===== config.mk =====
export PLATFORM = sky130hd
export DESIGN_NAME = bst_tap
export DESIGN_NICKNAME = d
export VERILOG_FILES = /design/src/rtl/bst_tap.v
export VERILOG_INCLUDE_DIRS = /design/src /design/src/rtl
export SDC_FILE = /design/constraint.sdc
export NUM_CORES = 1
export LEC_CHECK = 0
export ABC_AREA = 1
export BUFFER_PORTS_ARGS = -buffer_cell sky130_fd_sc_hd__buf_2
export CAP_MARGIN = 30
export CORE_MARGIN = 2
export CORE_UTILIZATION = 61
export CTS_BUF_LIST = sky130_fd_sc_hd__clkbuf_8
export DETAILED_ROUTE_END_ITERATION = 10
export GPL_ROUTABILITY_DRIVEN = 0
export PLACE_DENSITY = 0.81
export SLEW_MARGIN = 20
export SYNTH_ARGS = -nofsm -noshare
export SYNTH_HDL_FRONTEND = slang
export SYNTH_SLANG_ARGS = --single-unit

===== constraint.sdc =====
create_clock -name sys_clk_i -period 3.4 [get_ports sys_clk_i]
set_input_delay 0.34 -clock sys_clk_i [delete_from_list [all_inputs] [get_ports sys_clk_i]]
set_output_delay 0.34 -clock sys_clk_i [all_outputs]
set_load 0.03 [all_outputs]

===== src/rtl/bst_defs.vh =====
`ifndef BST_DEFS_VH
`define BST_DEFS_VH

// ****************************************************************
// tap controller state codes
// ****************************************************************
`define BST_ST_RESET 4'h0
`define BST_ST_IDLE 4'h1
`define BST_ST_SEL_DR 4'h2
`define BST_ST_CAP_DR 4'h3
`define BST_ST_SH_DR 4'h4
`define BST_ST_EX1_DR 4'h5
`define BST_ST_PAU_DR 4'h6
`define BST_ST_EX2_DR 4'h7
`define BST_ST_UPD_DR 4'h8
`define BST_ST_SEL_IR 4'h9
`define BST_ST_CAP_IR 4'ha
`define BST_ST_SH_IR 4'hb
`define BST_ST_EX1_IR 4'hc
`define BST_ST_PAU_IR 4'hd
`define BST_ST_EX2_IR 4'he
`define BST_ST_UPD_IR 4'hf

// ****************************************************************
// instruction codes and capture pattern
// ****************************************************************
`define BST_IR_W 5
`define BST_OP_EXTEST 5'h00
`define BST_OP_SAMPLE 5'h01
`define BST_OP_CLAMP 5'h04
`define BST_OP_HIGHZ 5'h05
`define BST_OP_IDCODE 5'h0c
`define BST_OP_BYPASS 5'h1f
`define BST_IR_CAPTURE 5'h01

// ****************************************************************
// data register selection codes
// ****************************************************************
`define BST_SEL_BYPASS 2'h0
`define BST_SEL_BOUNDARY 2'h1
`define BST_SEL_IDENT 2'h2

// ****************************************************************
// identification register layout
// ****************************************************************
`define BST_ID_W 32
`define BST_ID_FIXED 1'h1
`define BST_ID_VER_W 4
`define BST_ID_PART_W 16
`define BST_ID_MFR_W 11

// ****************************************************************
// output buffer sizing
// ****************************************************************
`define BST_FIFO_DEPTH 16

`endif


===== src/rtl/bst_tap.v =====
`timescale 1ns/1ps
`default_nettype none
`include "bst_defs.vh"

// ****************************************************************
// output bit buffer
// ****************************************************************
module bst_fifo #(
  parameter WIDTH = 1,
  parameter DEPTH = `BST_FIFO_DEPTH,
  parameter AW = 4
) (
  // clock and reset
  input wire sys_clk_i,
  input wire rst_n_i,
  // fill side
  input wire in_valid_i,
  output wire in_ready_o,
  input wire [WIDTH-1:0] in_data_i,
  // drain side
  output wire out_valid_o,
  input wire out_ready_i,
  output wire [WIDTH-1:0] out_data_o
);
  reg [WIDTH-1:0] mem_q [0:DEPTH-1]; // storage, no reset needed
  reg [AW-1:0] wr_q; // write pointer
  reg [AW-1:0] rd_q; // read pointer
  reg [AW:0] cnt_q; // words held
  wire push = in_valid_i & in_ready_o;
  wire pop = out_valid_o & out_ready_i;

  // full and empty come straight from the count
  assign in_ready_o = (cnt_q != DEPTH[AW:0]);
  assign out_valid_o = (cnt_q != {(AW+1){1'b0}});
  assign out_data_o = mem_q[rd_q];

  // storage write
  always @(posedge sys_clk_i) begin
    if (push) begin
      mem_q[wr_q] <= in_data_i;
    end
  end

  // pointers wrap at depth so depth need not be a power of two
  always @(posedge sys_clk_i or negedge rst_n_i) begin
    if (!rst_n_i) begin
      wr_q <= {AW{1'b0}};
      rd_q <= {AW{1'b0}};
      cnt_q <= {(AW+1){1'b0}};
    end else begin
      if (push) begin
        wr_q <= (wr_q == DEPTH[AW-1:0] - 1'b1) ? {AW{1'b0}} : wr_q + 1'b1;
      end
      if (pop) begin
        rd_q <= (rd_q == DEPTH[AW-1:0] - 1'b1) ? {AW{1'b0}} : rd_q + 1'b1;
      end
      if (push && !pop) begin
        cnt_q <= cnt_q + 1'b1;
      end else if (pop && !push) begin
        cnt_q <= cnt_q - 1'b1;
      end
    end
  end
endmodule // bst_fifo

// ****************************************************************
// test access port with boundary scan
// ****************************************************************
module bst_tap #(
  parameter NUM_IN = 3,
  parameter NUM_OUT = 2,
  parameter NUM_IO = 4,
  parameter [`BST_ID_VER_W-1:0] ID_VERSION = 4'h3, // arbitrary value
  parameter [`BST_ID_PART_W-1:0] ID_PART = 16'h5a5a, // arbitrary value
  parameter [`BST_ID_MFR_W-1:0] ID_MFR = 11'h2a6 // arbitrary value
) (
  // clock and reset
  input wire sys_clk_i,
  input wire rst_n_i,
  // test port pins
  input wire tck_i,
  input wire tms_i,
  input wire tdi_i,
  input wire trst_n_i,
  output wire tdo_o,
  output wire tdo_oe_o,
  // core side
  input wire [NUM_OUT-1:0] core_out_i,
  input wire [NUM_IO-1:0] core_io_out_i,
  input wire [NUM_IO-1:0] core_io_oe_i,
  output wire [NUM_IN-1:0] core_in_o,
  output wire [NUM_IO-1:0] core_io_in_o,
  // pad side
  input wire [NUM_IN-1:0] pad_in_i,
  output wire [NUM_OUT-1:0] pad_out_o,
  output wire [NUM_OUT-1:0] pad_out_oe_o,
  input wire [NUM_IO-1:0] pad_io_i,
  output wire [NUM_IO-1:0] pad_io_o,
  output wire [NUM_IO-1:0] pad_io_oe_o,
  // status
  output wire [3:0] tap_state_o,
  output wire [`BST_IR_W-1:0] instr_o
);
  // chain layout: inputs, outputs, bidir data, bidir controls
  localparam OFS_OUT = NUM_IN;
  localparam OFS_IO = NUM_IN + NUM_OUT;
  localparam OFS_CTL = NUM_IN + NUM_OUT + NUM_IO;
  localparam CHAIN = NUM_IN + NUM_OUT + 2 * NUM_IO;
  localparam [`BST_ID_W-1:0] ID_VALUE = {ID_VERSION, ID_PART, ID_MFR, `BST_ID_FIXED};

  // ****************************************************************
  // decoding helpers
  // ****************************************************************
  // instruction to data register; unknown codes fall to bypass
  function [1:0] dr_sel;
    input [`BST_IR_W-1:0] ir;
    begin
      case (ir)
        `BST_OP_EXTEST: dr_sel = `BST_SEL_BOUNDARY;
        `BST_OP_SAMPLE: dr_sel = `BST_SEL_BOUNDARY;
        `BST_OP_IDCODE: dr_sel = `BST_SEL_IDENT;
        `BST_OP_HIGHZ: dr_sel = `BST_SEL_BYPASS;
        `BST_OP_CLAMP: dr_sel = `BST_SEL_BYPASS;
        default: dr_sel = `BST_SEL_BYPASS;
      endcase
    end
  endfunction

  // instructions that put the update cells onto the pads
  function drives_pins;
    input [`BST_IR_W-1:0] ir;
    begin
      drives_pins = (ir == `BST_OP_EXTEST) || (ir == `BST_OP_CLAMP);
    end
  endfunction

  // controller next state from tms
  function [3:0] tap_next;
    input [3:0] s;
    input tms;
    begin
      case (s)
        `BST_ST_RESET: tap_next = tms ? `BST_ST_RESET : `BST_ST_IDLE;
        `BST_ST_IDLE: tap_next = tms ? `BST_ST_SEL_DR : `BST_ST_IDLE;
        `BST_ST_SEL_DR: tap_next = tms ? `BST_ST_SEL_IR : `BST_ST_CAP_DR;
        `BST_ST_CAP_DR: tap_next = tms ? `BST_ST_EX1_DR : `BST_ST_SH_DR;
        `BST_ST_SH_DR: tap_next = tms ? `BST_ST_EX1_DR : `BST_ST_SH_DR;
        `BST_ST_EX1_DR: tap_next = tms ? `BST_ST_UPD_DR : `BST_ST_PAU_DR;
        `BST_ST_PAU_DR: tap_next = tms ? `BST_ST_EX2_DR : `BST_ST_PAU_DR;
        `BST_ST_EX2_DR: tap_next = tms ? `BST_ST_UPD_DR : `BST_ST_SH_DR;
        `BST_ST_UPD_DR: tap_next = tms ? `BST_ST_SEL_DR : `BST_ST_IDLE;
        `BST_ST_SEL_IR: tap_next = tms ? `BST_ST_RESET : `BST_ST_CAP_IR;
        `BST_ST_CAP_IR: tap_next = tms ? `BST_ST_EX1_IR : `BST_ST_SH_IR;
        `BST_ST_SH_IR: tap_next = tms ? `BST_ST_EX1_IR : `BST_ST_SH_IR;
        `BST_ST_EX1_IR: tap_next = tms ? `BST_ST_UPD_IR : `BST_ST_PAU_IR;
        `BST_ST_PAU_IR: tap_next = tms ? `BST_ST_EX2_IR : `BST_ST_PAU_IR;
        `BST_ST_EX2_IR: tap_next = tms ? `BST_ST_UPD_IR : `BST_ST_SH_IR;
        `BST_ST_UPD_IR: tap_next = tms ? `BST_ST_SEL_DR : `BST_ST_IDLE;
        default: tap_next = `BST_ST_RESET;
      endcase
    end
  endfunction

  // ****************************************************************
  // reset merge and pin synchronisers
  // ****************************************************************
  reg [1:0] rst_sync_q; // test reset: asserts at once, releases synchronously
  reg [2:0] tck_q; // stages 0,1 synchronise, stage 2 finds edges
  reg [1:0] tms_q; // synchroniser
  reg [1:0] tdi_q; // synchroniser
  reg [NUM_IN-1:0] in_s1_q; // input pad first stage
  reg [NUM_IN-1:0] in_s2_q; // input pad second stage
  reg [NUM_IO-1:0] io_s1_q; // bidir pad first stage
  reg [NUM_IO-1:0] io_s2_q; // bidir pad second stage
  wire tap_rst_n = rst_n_i & trst_n_i; // power-on or test reset pin
  wire tap_rst_ok = rst_sync_q[1];
  wire tck_rise = tck_q[1] & ~tck_q[2];
  wire tck_fall = ~tck_q[1] & tck_q[2];

  // release is aligned to the system clock so no flop sees a runt
  always @(posedge sys_clk_i or negedge tap_rst_n) begin
    if (!tap_rst_n) begin
      rst_sync_q <= 2'h0;
    end else begin
      rst_sync_q <= {rst_sync_q[0], 1'b1};
    end
  end

  // two flops on every pin except the test reset before any logic looks at it
  always @(posedge sys_clk_i or negedge rst_n_i) begin
    if (!rst_n_i) begin
      tck_q <= 3'h0;
      tms_q <= 2'h3;
      tdi_q <= 2'h3;
      in_s1_q <= {NUM_IN{1'b0}};
      in_s2_q <= {NUM_IN{1'b0}};
      io_s1_q <= {NUM_IO{1'b0}};
      io_s2_q <= {NUM_IO{1'b0}};
    end else begin
      tck_q <= {tck_q[1:0], tck_i};
      tms_q <= {tms_q[0], tms_i};
      tdi_q <= {tdi_q[0], tdi_i};
      in_s1_q <= pad_in_i;
      in_s2_q <= in_s1_q;
      io_s1_q <= pad_io_i;
      io_s2_q <= io_s1_q;
    end
  end

  // core always sees the real pads; scan cells only observe them
  assign core_in_o = in_s2_q;
  assign core_io_in_o = io_s2_q;

  // ****************************************************************
  // controller, instruction and data registers
  // ****************************************************************
  reg [3:0] state_q; // controller state
  reg [`BST_IR_W-1:0] ir_sh_q; // instruction shift stage
  reg [`BST_IR_W-1:0] ir_q; // active instruction
  reg byp_q; // bypass stage
  reg [`BST_ID_W-1:0] id_sh_q; // identification shift stage
  reg [CHAIN-1:0] bsr_sh_q; // boundary shift cells
  reg [CHAIN-1:0] bsr_up_q; // boundary update cells
  wire [CHAIN-1:0] bsr_cap; // parallel capture values
  wire [1:0] sel = dr_sel(ir_q);
  wire fifo_in_ready;
  wire shifting = (state_q == `BST_ST_SH_DR) || (state_q == `BST_ST_SH_IR);
  reg out_bit; // chain end feeding the output buffer
  reg [NUM_OUT-1:0] pad_out_q; // output pad level
  reg [NUM_OUT-1:0] pad_out_oe_q; // output pad enable
  reg [NUM_IO-1:0] pad_io_q; // bidir pad level
  reg [NUM_IO-1:0] pad_io_oe_q; // bidir pad enable, also captured by control cells

  // cell kinds by position in the chain
  genvar g;
  generate
    for (g = 0; g < NUM_IN; g = g + 1) begin : g_in_cell
      assign bsr_cap[g] = in_s2_q[g];
    end
    for (g = 0; g < NUM_OUT; g = g + 1) begin : g_out_cell
      assign bsr_cap[OFS_OUT+g] = pad_out_q[g];
    end
    for (g = 0; g < NUM_IO; g = g + 1) begin : g_io_cell
      assign bsr_cap[OFS_IO+g] = io_s2_q[g];
      assign bsr_cap[OFS_CTL+g] = pad_io_oe_q[g];
    end
  endgenerate

  // least significant stage of the selected path leaves first
  always @* begin
    out_bit = byp_q;
    if (state_q == `BST_ST_SH_IR) begin
      out_bit = ir_sh_q[0];
    end else if (sel == `BST_SEL_BOUNDARY) begin
      out_bit = bsr_sh_q[0];
    end else if (sel == `BST_SEL_IDENT) begin
      out_bit = id_sh_q[0];
    end
  end

  // all work is done on rising test clock edges; a rising edge that meets a full
  // output buffer is skipped, and a bit queued while the buffer is full is dropped
  always @(posedge sys_clk_i or negedge tap_rst_n) begin
    if (!tap_rst_n) begin
      state_q <= `BST_ST_RESET;
      ir_sh_q <= `BST_IR_CAPTURE;
      ir_q <= `BST_OP_IDCODE;
      byp_q <= 1'b0;
      id_sh_q <= {`BST_ID_W{1'b0}};
      bsr_sh_q <= {CHAIN{1'b0}};
      bsr_up_q <= {CHAIN{1'b0}};
    end else if (!tap_rst_ok) begin
      state_q <= `BST_ST_RESET;
      ir_q <= `BST_OP_IDCODE;
    end else if (tck_rise && fifo_in_ready) begin
      state_q <= tap_next(state_q, tms_q[1]);
      case (state_q)
        `BST_ST_RESET: begin
          ir_q <= `BST_OP_IDCODE;
        end
        `BST_ST_CAP_IR: begin
          ir_sh_q <= `BST_IR_CAPTURE;
        end
        `BST_ST_SH_IR: begin
          ir_sh_q <= {tdi_q[1], ir_sh_q[`BST_IR_W-1:1]};
        end
        `BST_ST_UPD_IR: begin
          ir_q <= ir_sh_q;
        end
        `BST_ST_CAP_DR: begin
          byp_q <= 1'b0;
          id_sh_q <= ID_VALUE;
          if (sel == `BST_SEL_BOUNDARY) begin
            bsr_sh_q <= bsr_cap;
          end
        end
        `BST_ST_SH_DR: begin
          byp_q <= tdi_q[1];
          id_sh_q <= {tdi_q[1], id_sh_q[`BST_ID_W-1:1]};
          if (sel == `BST_SEL_BOUNDARY) begin
            bsr_sh_q <= {tdi_q[1], bsr_sh_q[CHAIN-1:1]};
          end
        end
        `BST_ST_UPD_DR: begin
          if (sel == `BST_SEL_BOUNDARY) begin
            bsr_up_q <= bsr_sh_q;
          end
        end
        default: begin
          byp_q <= byp_q;
        end
      endcase
    end
  end

  // ****************************************************************
  // pad drivers
  // ****************************************************************
  // pad registers are declared with the chain, whose capture reads them

  // sample leaves the core in charge; extest and clamp hand pads to
  // the update cells; highz floats everything except the test output
  always @(posedge sys_clk_i or negedge rst_n_i) begin
    if (!rst_n_i) begin
      pad_out_q <= {NUM_OUT{1'b0}};
      pad_out_oe_q <= {NUM_OUT{1'b0}};
      pad_io_q <= {NUM_IO{1'b0}};
      pad_io_oe_q <= {NUM_IO{1'b0}};
    end else if (ir_q == `BST_OP_HIGHZ) begin
      pad_out_q <= core_out_i;
      pad_out_oe_q <= {NUM_OUT{1'b0}};
      pad_io_q <= core_io_out_i;
      pad_io_oe_q <= {NUM_IO{1'b0}};
    end else if (drives_pins(ir_q)) begin
      pad_out_q <= bsr_up_q[OFS_OUT +: NUM_OUT];
      pad_out_oe_q <= {NUM_OUT{1'b1}};
      pad_io_q <= bsr_up_q[OFS_IO +: NUM_IO];
      pad_io_oe_q <= bsr_up_q[OFS_CTL +: NUM_IO];
    end else begin
      pad_out_q <= core_out_i;
      pad_out_oe_q <= {NUM_OUT{1'b1}};
      pad_io_q <= core_io_out_i;
      pad_io_oe_q <= core_io_oe_i;
    end
  end

  assign pad_out_o = pad_out_q;
  assign pad_out_oe_o = pad_out_oe_q;
  assign pad_io_o = pad_io_q;
  assign pad_io_oe_o = pad_io_oe_q;

  // ****************************************************************
  // serial output path
  // ****************************************************************
  reg tdo_q; // test output level
  reg tdo_oe_q; // test output enable
  wire fifo_out_valid;
  wire fifo_out_bit;
  wire push = tck_fall & shifting & tap_rst_ok;
  wire drain = ~tck_q[1]; // only while the test clock is low

  // the bit for the next rising edge is queued at the falling edge
  bst_fifo #(
    .WIDTH(1),
    .DEPTH(`BST_FIFO_DEPTH),
    .AW(4)
  ) u_fifo (
    .sys_clk_i(sys_clk_i),
    .rst_n_i(rst_n_i),
    .in_valid_i(push),
    .in_ready_o(fifo_in_ready),
    .in_data_i(out_bit),
    .out_valid_o(fifo_out_valid),
    .out_ready_i(drain),
    .out_data_o(fifo_out_bit)
  );

  // output level follows the buffer in the low phase; enable tracks
  // the shift states at each falling edge
  always @(posedge sys_clk_i or negedge tap_rst_n) begin
    if (!tap_rst_n) begin
      tdo_q <= 1'b0;
      tdo_oe_q <= 1'b0;
    end else begin
      if (fifo_out_valid && drain) begin
        tdo_q <= fifo_out_bit;
      end
      if (!tap_rst_ok) begin
        tdo_oe_q <= 1'b0;
      end else if (tck_fall) begin
        tdo_oe_q <= shifting;
      end
    end
  end

  assign tdo_o = tdo_q;
  assign tdo_oe_o = tdo_oe_q;
  assign tap_state_o = state_q;
  assign instr_o = ir_q;
endmodule // bst_tap

`default_nettype wire


==> impl_metrics.json, run 1 <==
{
  "max_slew_margin": 0.599,
  "grt_max_degree": 46,
  "wire_length_of_the_first_global_routing_pass_um": 21200,
  "syn-cell-area_um2": 5860,
  "initialDrtViolationCount": 346,
  "worst_hold_path_type": "primary input to async pin",
  "synthToLayoutAreaGrowth_pct": 14.5,
  "final_cell_area_um2": 6710,
  "syn-mean-instance-area_um2": 9.59,
  "reg_to_reg_setup_timing_slack_ns": 0.53,
  "path_cells": "nor2_4 -> nand2_1 -> nand2_2 -> nand3_2 -> inv_2 -> ha_1 -> inv_1 -> fa_1 -> nand2_1 -> nand2_1 -> a21oi_1 -> xor2_1 -> nand2_1 -> o21ai_0",
  "num_vias": 4494,
  "clock-sinks": 134,
  "final_max_slew_viol_count": 0,
  "gr-total-overflow": 0,
  "maxClockFrequency_mhz": 349,
  "sequential_cell_area_um2": 3440,
  "timing.final.crit_period_ns": 2.87,
  "groute.usage.overall": 0.266,
  "route.antenna.remaining_nets": 0,
  "wl_per_cell_um": 15.0,
  "crit_family": "simple AND/OR/NAND/NOR gates",
  "synth_largest_area_cell": "sky130_fd_sc_hd__dfrtp_1",
  "timing.critical_path.slowest_stage_cell": "sky130_fd_sc_hd__dfrtp_1",
  "leakage_uw": 0.00333,
  "setup_violations": 0,
  "cp_num_cells": 14,
  "clkTransAtPathRegs_ns": 0.08,
  "die-area_um2": 10400,
  "timing_hold_violations_final": 0,
  "die-width_um": 102,
  "type_of_destination_of_the_critical_path": "flip-flop",
  "placedCellCount": 779,
  "most_used_cells_in_the_layout_excluding_fill_and_tap_cells": "sky130_fd_sc_hd__nand2_1 (138), sky130_fd_sc_hd__dfrtp_1 (111), sky130_fd_sc_hd__o21ai_0 (78)",
  "insertion_delay_ns": 0.43,
  "placement.io_buffers": 52,
  "cp_data_arrival_time_ns": 3.22,
  "most_frequent_standard_cell_in_the_layout_excluding_fill_and_tap_cells": "sky130_fd_sc_hd__nand2_1",
  "synthArstFlopShare": 0.881,
  "cts-root-buf": "sky130_fd_sc_hd__clkbuf_8",
  "placement_rows": 35,
  "final.setup_skew_ns": 0.0130,
  "unrepaired_setup_endpoints_after_global_routing": "false",
  "power.density_nw_per_um2": 555,
  "place_hpwl_um": 8370,
  "irDropWorstVdd_uv": 362,
  "synth-edff-count": 16,
  "dpl-instance-area_um2": 6200,
  "stdcell_count": 821,
  "drive_above_1_share": 0.194,
  "cp_num_buf_inv": 2,
  "wl_met3_um": 662,
  "cts.htree.levels": 4,
  "run_status": "finished clean",
  "number_of_remaining_drc_errors": 0,
  "initial_core_util": 0.631,
  "setup.worst_path.start_class": "flip-flop",
  "num_antenna_cells": 0,
  "max-clock-path-buffers": 2,
  "tightest_slew_ns": 0.601,
  "viasPerCell": 5.47,
  "crit_fanout": 9,
  "synth_top_cell_area_share": 0.474,
  "synth_top_cells_by_area": "sky130_fd_sc_hd__dfrtp_1 (47%), sky130_fd_sc_hd__nand2_1 (8.8%), sky130_fd_sc_hd__edfxtp_1 (8.2%)",
  "tritoncts_clock_tree": "yes",
  "yosys_register_bits": 134,
  "boundaryPins": 53,
  "critPathKind": "flip-flop to flip-flop",
  "critical-path-max-stage-delay_ns": 0.53,
  "r2r-end": "u_fifo.cnt_q[4]$_DFFE_PN0P_",
  "cts_buffers": 17,
  "multi_input_area_um2": 2050,
  "yosysUniqueCellTypes": 40,
  "post-layout-total-power_uw": 3730,
  "synthesis.yosys.warnings": 0,
  "number_of_detailed_routing_iterations_run_before_antenna_repair": 5,
  "detail_route.wirelength.met1_um": 5540,
  "synth_nets": 644,
  "synth_flop_cell": "sky130_fd_sc_hd__dfrtp_1",
  "dr.max_layer_used": "met4",
  "wl_met2_um": 5950,
  "routed_wl_um": 12300,
  "syn_inst": 611,
  "core_area_um2": 9280,
  "path_common_cell": "sky130_fd_sc_hd__nand2_1",
  "worst-r2r-cell-count": 14,
  "number_of_max_cap_violations": 0,
  "timing.rr.start": "tap_state_o[2]$_DFFE_PN0P_",
  "synth.yosys.seq_area_share": 0.588,
  "die_y_um": 102,
  "setup_tns_ns": 0,
  "wp_data_required_ns": 3.75,
  "final_nets": 712,
  "num-fill-cells": 667,
  "via_count_of_the_first_global_routing_pass": 4457,
  "number_of_resized_instances_in_the_post_cts_repair_step": 0,
  "post-route-period-util": 0.844,
  "grt_antenna_before_repair": 0
}
per-layer routing:
layer,track usage,up-vias
li1,-,2124
met1,0.366,2172
met2,0.421,175
met3,0.0588,23
met4,0.101,0
met5,0,-
cell usage after synthesis, types with 8 or more instances:
cell type and number:
sky130_fd_sc_hd__nand3_1 37, sky130_fd_sc_hd__inv_1 62, sky130_fd_sc_hd__nor2_1 43, sky130_fd_sc_hd__nand2_1 138, sky130_fd_sc_hd__edfxtp_1 16, sky130_fd_sc_hd__o21ai_0 78, sky130_fd_sc_hd__dfrtp_1 111, sky130_fd_sc_hd__mux2i_1 12
sky130_fd_sc_hd__ha_1 9, sky130_fd_sc_hd__buf_2 9, sky130_fd_sc_hd__a21oi_1 9, sky130_fd_sc_hd__o21ai_1 8
area by class of cell:
| class | count | area share |
|---|---|---|
| Tap cell | 129 | 0.0241 |
| Clock buffer | 17 | 0.0349 |
| Sequential cell | 134 | 0.513 |
| Multi-Input combinational cell | 391 | 0.305 |
| Timing Repair Buffer | 67 | 0.0593 |
| Clock inverter | 15 | 0.0250 |
| Inverter | 68 | 0.0382 |
where the power goes:
part | leakage, uW | internal (uW) | switching (uW)
Sequential | 0.00168 | 1720 | 109
Combinational | 0.00145 | 206 | 362
Clock | 0.000192 | 669 | 663
through the flow:
step,util,setup WS [ns],hold WS (ns)
CTS,0.720,0.593,0.00190
global placement,0.668,0.850,0.332
floorplan,-,0.763,0.0444
global route,0.723,0.293,0.0607
finish,0.723,0.531,0.0141
detailed placement,0.668,0.645,0.336
cell families after synthesis:
family	Yosys count	share of synthesized area
adder cells (fa/ha/maj)	10	0.0226
other	1	0.000640
AND/OR/NAND/NOR	246	0.184
buffers and inverters	86	0.0636
XOR/XNOR	5	0.00748
flip-flops	134	0.588
AO/OA/AOI/OAI	111	0.102
multiplexers	18	0.0320
state kept, by name, indices dropped and copies added (netlist names), 2 cells and up:
name,count
pad_out_o,2
tdi_q,2
io_s1_q,4
pad_io_o,4
ir_sh_q,5
id_sh_q,31
rst_sync_q,2
tms_q,2
bsr_up_q,10
u_fifo.cnt_q,5
u_fifo.mem_q,16
core_io_in_o,4
tap_state_o,4
bsr_sh_q,13
u_fifo.rd_q,4
pad_io_oe_o,4
tck_q,3
u_fifo.wr_q,4
instr_o,5
core_in_o,3
in_s1_q,3
worst max path at each step:
stage                                     startpoint                     endpoint
after CTS                 tap_state_o[3]$_DFFE_PN0P_  u_fifo.cnt_q[4]$_DFFE_PN0P_
after detailed placement  tap_state_o[3]$_DFFE_PN0P_  u_fifo.cnt_q[4]$_DFFE_PN0P_
after global routing      tap_state_o[2]$_DFFE_PN0P_  u_fifo.cnt_q[4]$_DFFE_PN0P_
after global placement    tap_state_o[3]$_DFFE_PN0P_  u_fifo.cnt_q[4]$_DFFE_PN0P_
after floorplan           tap_state_o[0]$_DFFE_PN0P_  u_fifo.cnt_q[4]$_DFFE_PN0P_
final                     tap_state_o[2]$_DFFE_PN0P_  u_fifo.cnt_q[4]$_DFFE_PN0P_
worst reg2reg max path, delay by kind of cell (launching register included):
family | cells | cell delay (ns)
compound gates | 2 | 0.26
buf+inv | 2 | 0.28
xor+xnor | 1 | 0.17
flops | 1 | 0.53
simple gates | 7 | 0.88
fa+ha+maj | 2 | 0.67
repair_timing:
action,CTS,global route
setup buffers,0,0
setup endpoints to repair,0,0
hold buffers,8,2
hold endpoints to repair,8,2
Note: power is estimated with default switching activity, not from simulation.
==> run 2: changes to the inputs <==
--- a/config.mk
+++ b/config.mk
@@ -6,15 +6,15 @@
 export SDC_FILE = /design/constraint.sdc
 export NUM_CORES = 1
 export LEC_CHECK = 0
-export ABC_AREA = 1
+export ABC_AREA = 0
 export BUFFER_PORTS_ARGS = -buffer_cell sky130_fd_sc_hd__buf_2
 export CAP_MARGIN = 30
 export CORE_MARGIN = 2
-export CORE_UTILIZATION = 61
+export CORE_UTILIZATION = 55
 export CTS_BUF_LIST = sky130_fd_sc_hd__clkbuf_8
 export DETAILED_ROUTE_END_ITERATION = 10
 export GPL_ROUTABILITY_DRIVEN = 0
-export PLACE_DENSITY = 0.81
+export PLACE_DENSITY = 0.78
 export SLEW_MARGIN = 20
 export SYNTH_ARGS = -nofsm -noshare
 export SYNTH_HDL_FRONTEND = slang
==> constraint.sdc (replaced) <==
create_clock -name sys_clk_i -period 2.6 [get_ports sys_clk_i]
set_input_delay 0.26 -clock sys_clk_i [delete_from_list [all_inputs] [get_ports sys_clk_i]]
set_output_delay 0.26 -clock sys_clk_i [all_outputs]
set_load 0.03 [all_outputs]
==> impl_metrics.json, run 2 <==
{
  "maxClockFrequency_mhz": 359,
  "route.antenna.remaining_nets": 0,
  "setup_violations": 2,
  "die-width_um": 107,
  "num-fill-cells": 708,
  "type_of_destination_of_the_critical_path": "flip-flop",
  "cts-root-buf": "sky130_fd_sc_hd__clkbuf_8",
  "yosys_register_bits": 134,
  "routed_wl_um": 11700,
  "syn_inst": 468,
  "most_numerous_cell_types_in_the_synthesized_netlist": "sky130_fd_sc_hd__dfrtp_1 (111), sky130_fd_sc_hd__nand2_1 (63), sky130_fd_sc_hd__mux2_2 (32)",
  "failing_checks": "setup timing",
  "timing.final.ws_setup_ns": -0.188,
  "viasPerCell": 5.66,
  "tightest_slew_ns": 0.801,
  "power.density_nw_per_um2": 696,
  "registers.top_by_ff_count": "id_sh_q",
  "clkTransAtPathRegs_ns": 0.08,
  "run_status": "finished with violations",
  "netSwitchingFraction": 0.274,
  "initialDrtViolationCount": 392,
  "setup_tns_ns": -0.218,
  "place_hpwl_um": 8070,
  "boundaryPins": 53,
  "synthesis.yosys.warnings": 0,
  "wl_per_cell_um": 16.7,
  "synth_top_cell_area_share": 0.477,
  "gr-total-overflow": 0,
  "die-area_um2": 11400,
  "number_of_remaining_drc_errors": 0,
  "post-route-period-util": 1.07,
  "post-layout-total-power_uw": 4840,
  "synth.most_common_cell": "sky130_fd_sc_hd__dfrtp_1",
  "groute.usage.overall": 0.221,
  "number_of_detailed_routing_iterations_run_before_antenna_repair": 4,
  "crit_fanout": 3,
  "max-clock-path-buffers": 2,
  "worst_hold_path_type": "primary input to flip-flop",
  "intPower_uw": 3520,
  "wire_length_of_the_first_global_routing_pass_um": 19300,
  "dpl-instance-area_um2": 6390,
  "synth.yosys.seq_area_share": 0.591,
  "die_y_um": 107,
  "grt_max_degree": 46,
  "top_regs": "id_sh_q x31, u_fifo.mem_q x16, bsr_sh_q x13",
  "synth-edff-count": 16,
  "clock-sinks": 134,
  "syn-cell-area_um2": 5830,
  "irDropWorstVdd_uv": 378,
  "setup.worst_path.start_class": "flip-flop",
  "cts_buffers": 17,
  "wp_data_required_ns": 2.97,
  "final_cell_area_um2": 6950,
  "yosysUniqueCellTypes": 69,
  "cts.htree.levels": 4,
  "placement_rows": 37,
  "most_frequent_standard_cell_in_the_layout_excluding_fill_and_tap_cells": "sky130_fd_sc_hd__dfrtp_1",
  "initial_core_util": 0.564,
  "max_slew_margin": 0.461,
  "cp_data_arrival_time_ns": 3.16,
  "synth_nets": 501,
  "core_area_um2": 10300,
  "pwr-share-comb": 0.156,
  "most_used_cells_in_the_layout_excluding_fill_and_tap_cells": "sky130_fd_sc_hd__dfrtp_1 (110), sky130_fd_sc_hd__nand2_1 (63), sky130_fd_sc_hd__buf_2 (52)",
  "synthArstFlopShare": 0.881,
  "timing_hold_violations_final": 0,
  "final.setup_skew_ns": 0.0158,
  "syn-mean-instance-area_um2": 12.5,
  "unrepaired_setup_endpoints_after_global_routing": "true",
  "leakage_uw": 0.00323,
  "num_vias": 3980,
  "pre_cts_slack_ns": -0.282,
  "drive_above_1_share": 0.316,
  "tritoncts_clock_tree": "yes",
  "final_nets": 587,
  "via_count_of_the_first_global_routing_pass": 3966,
  "synth_largest_area_cell": "sky130_fd_sc_hd__dfrtp_1",
  "timing.final.crit_period_ns": 2.79,
  "seq_power_share": 0.488,
  "final_max_slew_viol_count": 0,
  "insertion_delay_ns": 0.44,
  "synth_flop_cell": "sky130_fd_sc_hd__dfrtp_1",
  "clock_power_share": 0.357,
  "num_antenna_cells": 0,
  "post-route-util": 0.674,
  "max_ffs_per_register": 31,
  "synth_top_cells_by_area": "sky130_fd_sc_hd__dfrtp_1 (48%), sky130_fd_sc_hd__edfxtp_1 (8.2%), sky130_fd_sc_hd__mux2_2 (6.2%)",
  "placement.io_buffers": 52,
  "synthToLayoutAreaGrowth_pct": 19.3,
  "critPathKind": "flip-flop to flip-flop",
  "grt_antenna_before_repair": 0,
  "reported_net_switching_power_uw": 1330,
  "number_of_max_cap_violations": 0
}
run 2: per-stage QoR:
stage | instances | hold slack, ns
2_1_floorplan | 468 | -0.0356
3_3_place_gp | 655 | 0.331
3_5_place_dp | 656 | 0.336
4_1_cts | 702 | 0.0301
5_1_grt | 703 | 0.0303
6_report | 703 | 0.0471
run 2: logic make-up after synthesis:
group | synth area share
other cells | 0.000644
compound gates | 0.121
mux | 0.0913
buf+inv | 0.0292
fa+ha+maj | 0.0228
xor+xnor | 0.0105
flops | 0.591
simple gates | 0.134
run 2: worst paths after layout:
kind / start / to / slack, ns / cells past startpoint
setup / recovery: tap_state_o[3]$_DFFE_PN0P_ / u_fifo.cnt_q[4]$_DFFE_PN0P_ / -0.19 / 10
hold / removal: core_out_i[1] / pad_out_o[1]$_DFF_PN0_ / 0.05 / 2
setup reg to reg: tap_state_o[3]$_DFFE_PN0P_ / u_fifo.cnt_q[4]$_DFFE_PN0P_ / -0.19 / 10
max in group asynchronous: trst_n_i / id_sh_q[26]$_DFFE_PN0P_ / 0.85 / 4
min in group asynchronous: rst_n_i / pad_io_oe_o[0]$_DFF_PN0_ / 0.44 / 3
hold reg to reg: in_s1_q[2]$_DFF_PN0_ / core_in_o[2]$_DFF_PN0_ / 0.35 / 0
run 2: worst max-delay path: stages, from the launching register on:
cell and delay [ns]:
sky130_fd_sc_hd__dfrtp_1 0.38, sky130_fd_sc_hd__or4b_4 0.56, sky130_fd_sc_hd__a221o_4 0.39, sky130_fd_sc_hd__nor2_4 0.12
sky130_fd_sc_hd__ha_4 0.15, sky130_fd_sc_hd__inv_4 0.05, sky130_fd_sc_hd__fa_2 0.34, sky130_fd_sc_hd__a21o_1 0.20
sky130_fd_sc_hd__a21oi_2 0.15, sky130_fd_sc_hd__mux2i_1 0.25, sky130_fd_sc_hd__xnor2_1 0.14
run 2: layout make-up:
cell class	count	area, um^2	share of cell area
Sequential cell	134	3440	0.495
Multi-Input combinational cell	295	2280	0.328
Timing Repair Buffer	95	616	0.0885
Clock buffer	20	275	0.0396
Tap cell	136	170	0.0245
Clock inverter	12	126	0.0182
Inverter	11	43.8	0.00630
run 2: repair_timing:
action	4_1_cts	5_1_grt
setup endpoints to repair	2	2
endpoints found under the hold margin	69	0
gates resized for setup	2	0
setup buffers	1	0
cloned	0	0
pin swaps	6	4
hold buffers	13	0
run 2: layer usage:
layer	GRT usage	up-vias	routed length, um
li1	-	1876	-
met1	0.270	1977	4970
met5	0	-	0
met4	0.0844	0	160
met3	0.0578	16	497
met2	0.378	111	6110
run 2: power by group through the flow:
stage	logic (uW)	clock network, uW	registers (uW)
floorplan	483	0	2380
global route	818	1840	2370
finish	754	1730	2360
CTS	752	1760	2360
detailed placement	725	0	2400
global placement	678	0	2390
==> run 3: changes to the inputs <==
--- a/config.mk
+++ b/config.mk
@@ -10,11 +10,10 @@
 export BUFFER_PORTS_ARGS = -buffer_cell sky130_fd_sc_hd__buf_2
 export CAP_MARGIN = 30
 export CORE_MARGIN = 2
-export CORE_UTILIZATION = 55
+export CORE_UTILIZATION = 30
 export CTS_BUF_LIST = sky130_fd_sc_hd__clkbuf_8
 export DETAILED_ROUTE_END_ITERATION = 10
 export GPL_ROUTABILITY_DRIVEN = 0
-export PLACE_DENSITY = 0.78
 export SLEW_MARGIN = 20
 export SYNTH_ARGS = -nofsm -noshare
 export SYNTH_HDL_FRONTEND = slang
==> impl_metrics.json, run 3 (synthesis gave the netlist of run 2 again) <==
{
  "timing.final.ws_setup_ns": -0.190,
  "grt_max_degree": 46,
  "grt_antenna_before_repair": 0,
  "most_frequent_standard_cell_in_the_layout_excluding_fill_and_tap_cells": "sky130_fd_sc_hd__dfrtp_1",
  "placedCellCount": 783,
  "type_of_destination_of_the_critical_path": "flip-flop",
  "cp_data_arrival_time_ns": 3.15,
  "max-clock-path-buffers": 2,
  "insertion_delay_ns": 0.45,
  "die_y_um": 143,
  "wp_data_required_ns": 2.96,
  "die-area_um2": 20600,
  "routed_wl_um": 12500,
  "wire_length_of_the_first_global_routing_pass_um": 20800,
  "crit_family": "compound AO/OA/AOI/OAI gates",
  "number_of_detailed_routing_iterations_run_before_antenna_repair": 4,
  "leakage_uw": 0.00323,
  "die-width_um": 143,
  "most_used_cells_in_the_layout_excluding_fill_and_tap_cells": "sky130_fd_sc_hd__dfrtp_1 (110), sky130_fd_sc_hd__nand2_1 (63), sky130_fd_sc_hd__buf_2 (52)",
  "max_ffs_per_register": 31,
  "top_regs": "id_sh_q x31, u_fifo.mem_q x16, bsr_sh_q x13",
  "final_cell_area_um2": 7130,
  "registers.top_by_ff_count": "id_sh_q",
  "gr-total-overflow": 0,
  "path_cells": "or4b_4 -> a221o_4 -> nor2_4 -> ha_4 -> inv_4 -> fa_2 -> a21o_1 -> a21oi_2 -> mux2i_1 -> xnor2_1",
  "tritoncts_clock_tree": "yes",
  "cts-root-buf": "sky130_fd_sc_hd__clkbuf_8",
  "post-layout-total-power_uw": 4890,
  "run_status": "finished with violations",
  "stdcell_count": 827,
  "viasPerCell": 4.74,
  "synthToLayoutAreaGrowth_pct": 22.4,
  "power.density_nw_per_um2": 685,
  "dpl-instance-area_um2": 6590,
  "irDropWorstVdd_uv": 287,
  "place_hpwl_um": 8780,
  "cp_num_buf_inv": 1,
  "groute.usage.overall": 0.131,
  "clock-sinks": 134,
  "final_max_slew_viol_count": 0,
  "route.antenna.remaining_nets": 0,
  "via_count_of_the_first_global_routing_pass": 4042,
  "tightest_slew_ns": 0.805,
  "unrepaired_setup_endpoints_after_global_routing": "true",
  "post-route-period-util": 1.07,
  "setup.worst_path.start_class": "flip-flop",
  "placement.io_buffers": 52,
  "wl_per_cell_um": 15.1,
  "post-cts-setup-buffers": 0,
  "timing.final.crit_period_ns": 2.79,
  "max_slew_margin": 0.459,
  "num-fill-cells": 1882,
  "worst_hold_path_type": "primary input to flip-flop",
  "num_antenna_cells": 0,
  "critical-path-max-stage-delay_ns": 0.55,
  "failing_checks": "setup timing",
  "drive_above_1_share": 0.319,
  "placement_rows": 50,
  "number_of_remaining_drc_errors": 0,
  "timing_hold_violations_final": 0,
  "cts_buffers": 17,
  "timing.critical_path.slowest_stage_cell": "sky130_fd_sc_hd__or4b_4",
  "maxClockFrequency_mhz": 358,
  "final_nets": 587,
  "core_area_um2": 18900,
  "crit_fanout": 3,
  "num_vias": 3924,
  "setup_violations": 2,
  "clkTransAtPathRegs_ns": 0.08,
  "number_of_max_cap_violations": 0,
  "cts.htree.levels": 4,
  "pre_cts_slack_ns": -0.206,
  "final.setup_skew_ns": 0.0147,
  "initialDrtViolationCount": 228,
  "critPathKind": "flip-flop to flip-flop",
  "boundaryPins": 53,
  "initial_core_util": 0.308
}
-- run 3: cell types whose count changed in the layout (fill, tap and decap cells not counted) --
cell / before / now
sky130_fd_sc_hd__buf_12: 0 / 1
sky130_fd_sc_hd__buf_4: 30 / 29
sky130_fd_sc_hd__buf_6: 0 / 1
sky130_fd_sc_hd__clkbuf_8: 20 / 18
sky130_fd_sc_hd__clkinv_2: 3 / 0
sky130_fd_sc_hd__clkinv_4: 1 / 2
sky130_fd_sc_hd__clkinvlp_4: 2 / 3
sky130_fd_sc_hd__dlygate4sd3_1: 13 / 12
sky130_fd_sc_hd__inv_1: 10 / 9
sky130_fd_sc_hd__inv_6: 2 / 4
sky130_fd_sc_hd__inv_8: 0 / 2
-- run 3: power breakdown --
| group | leakage [uW] | internal (uW) | switching [uW] |
|---|---|---|---|
| Combinational | 0.00132 | 362 | 386 |
| Sequential | 0.00170 | 2220 | 140 |
| Clock | 0.000201 | 904 | 876 |
-- run 3: metrics by stage --
stage                     hold WS [ns]  TNS, ns   util
after floorplan                -0.0356    -1.53      -
after global placement           0.332   -0.270  0.348
after detailed placement         0.335   -0.398  0.349
after CTS                       0.0186   -0.304  0.378
after global routing            0.0239   -0.437  0.378
final                           0.0451   -0.250  0.378
-- run 3: layer usage --
metal	vias to the layer above	routed length [um]	global-route usage
li1	1877	-	-
met3	11	472	0.0407
met4	0	170	0.0361
met1	1971	5740	0.172
met5	-	0	0
met2	65	6130	0.209
-- run 3: final cells by class --
type	count	area, um^2	share of cell area
Timing Repair Buffer	95	629	0.0882
Inverter	11	43.8	0.00614
Sequential cell	134	3440	0.483
Multi-Input combinational cell	295	2280	0.320
Clock buffer	18	248	0.0347
Clock inverter	14	164	0.0230
Tap cell	260	325	0.0456
-- run 3: final timing paths --
| path | from | to | slack [ns] | depth (start not counted) |
|---|---|---|---|---|
| max in group asynchronous | rst_n_i | tdo_o$_DFFE_PN0P_ | 1.41 | 4 |
| max reg2reg | tap_state_o[3]$_DFFE_PN0P_ | u_fifo.cnt_q[4]$_DFFE_PN0P_ | -0.19 | 10 |
| max | tap_state_o[3]$_DFFE_PN0P_ | u_fifo.cnt_q[4]$_DFFE_PN0P_ | -0.19 | 10 |
| min | core_out_i[1] | pad_out_o[1]$_DFF_PN0_ | 0.05 | 2 |
| min in group asynchronous | rst_n_i | tck_q[0]$_DFF_PN0_ | 0.49 | 3 |
| min reg2reg | in_s1_q[1]$_DFF_PN0_ | core_in_o[1]$_DFF_PN0_ | 0.35 | 0 |
-- run 3: what timing repair did --
action | 4_1_cts | 5_1_grt
setup endpoints to repair | 2 | 2
endpoints found under the hold margin | 69 | 0
hold buffers | 12 | 0
resized for setup | 2 | 0
pin swaps | 7 | 4
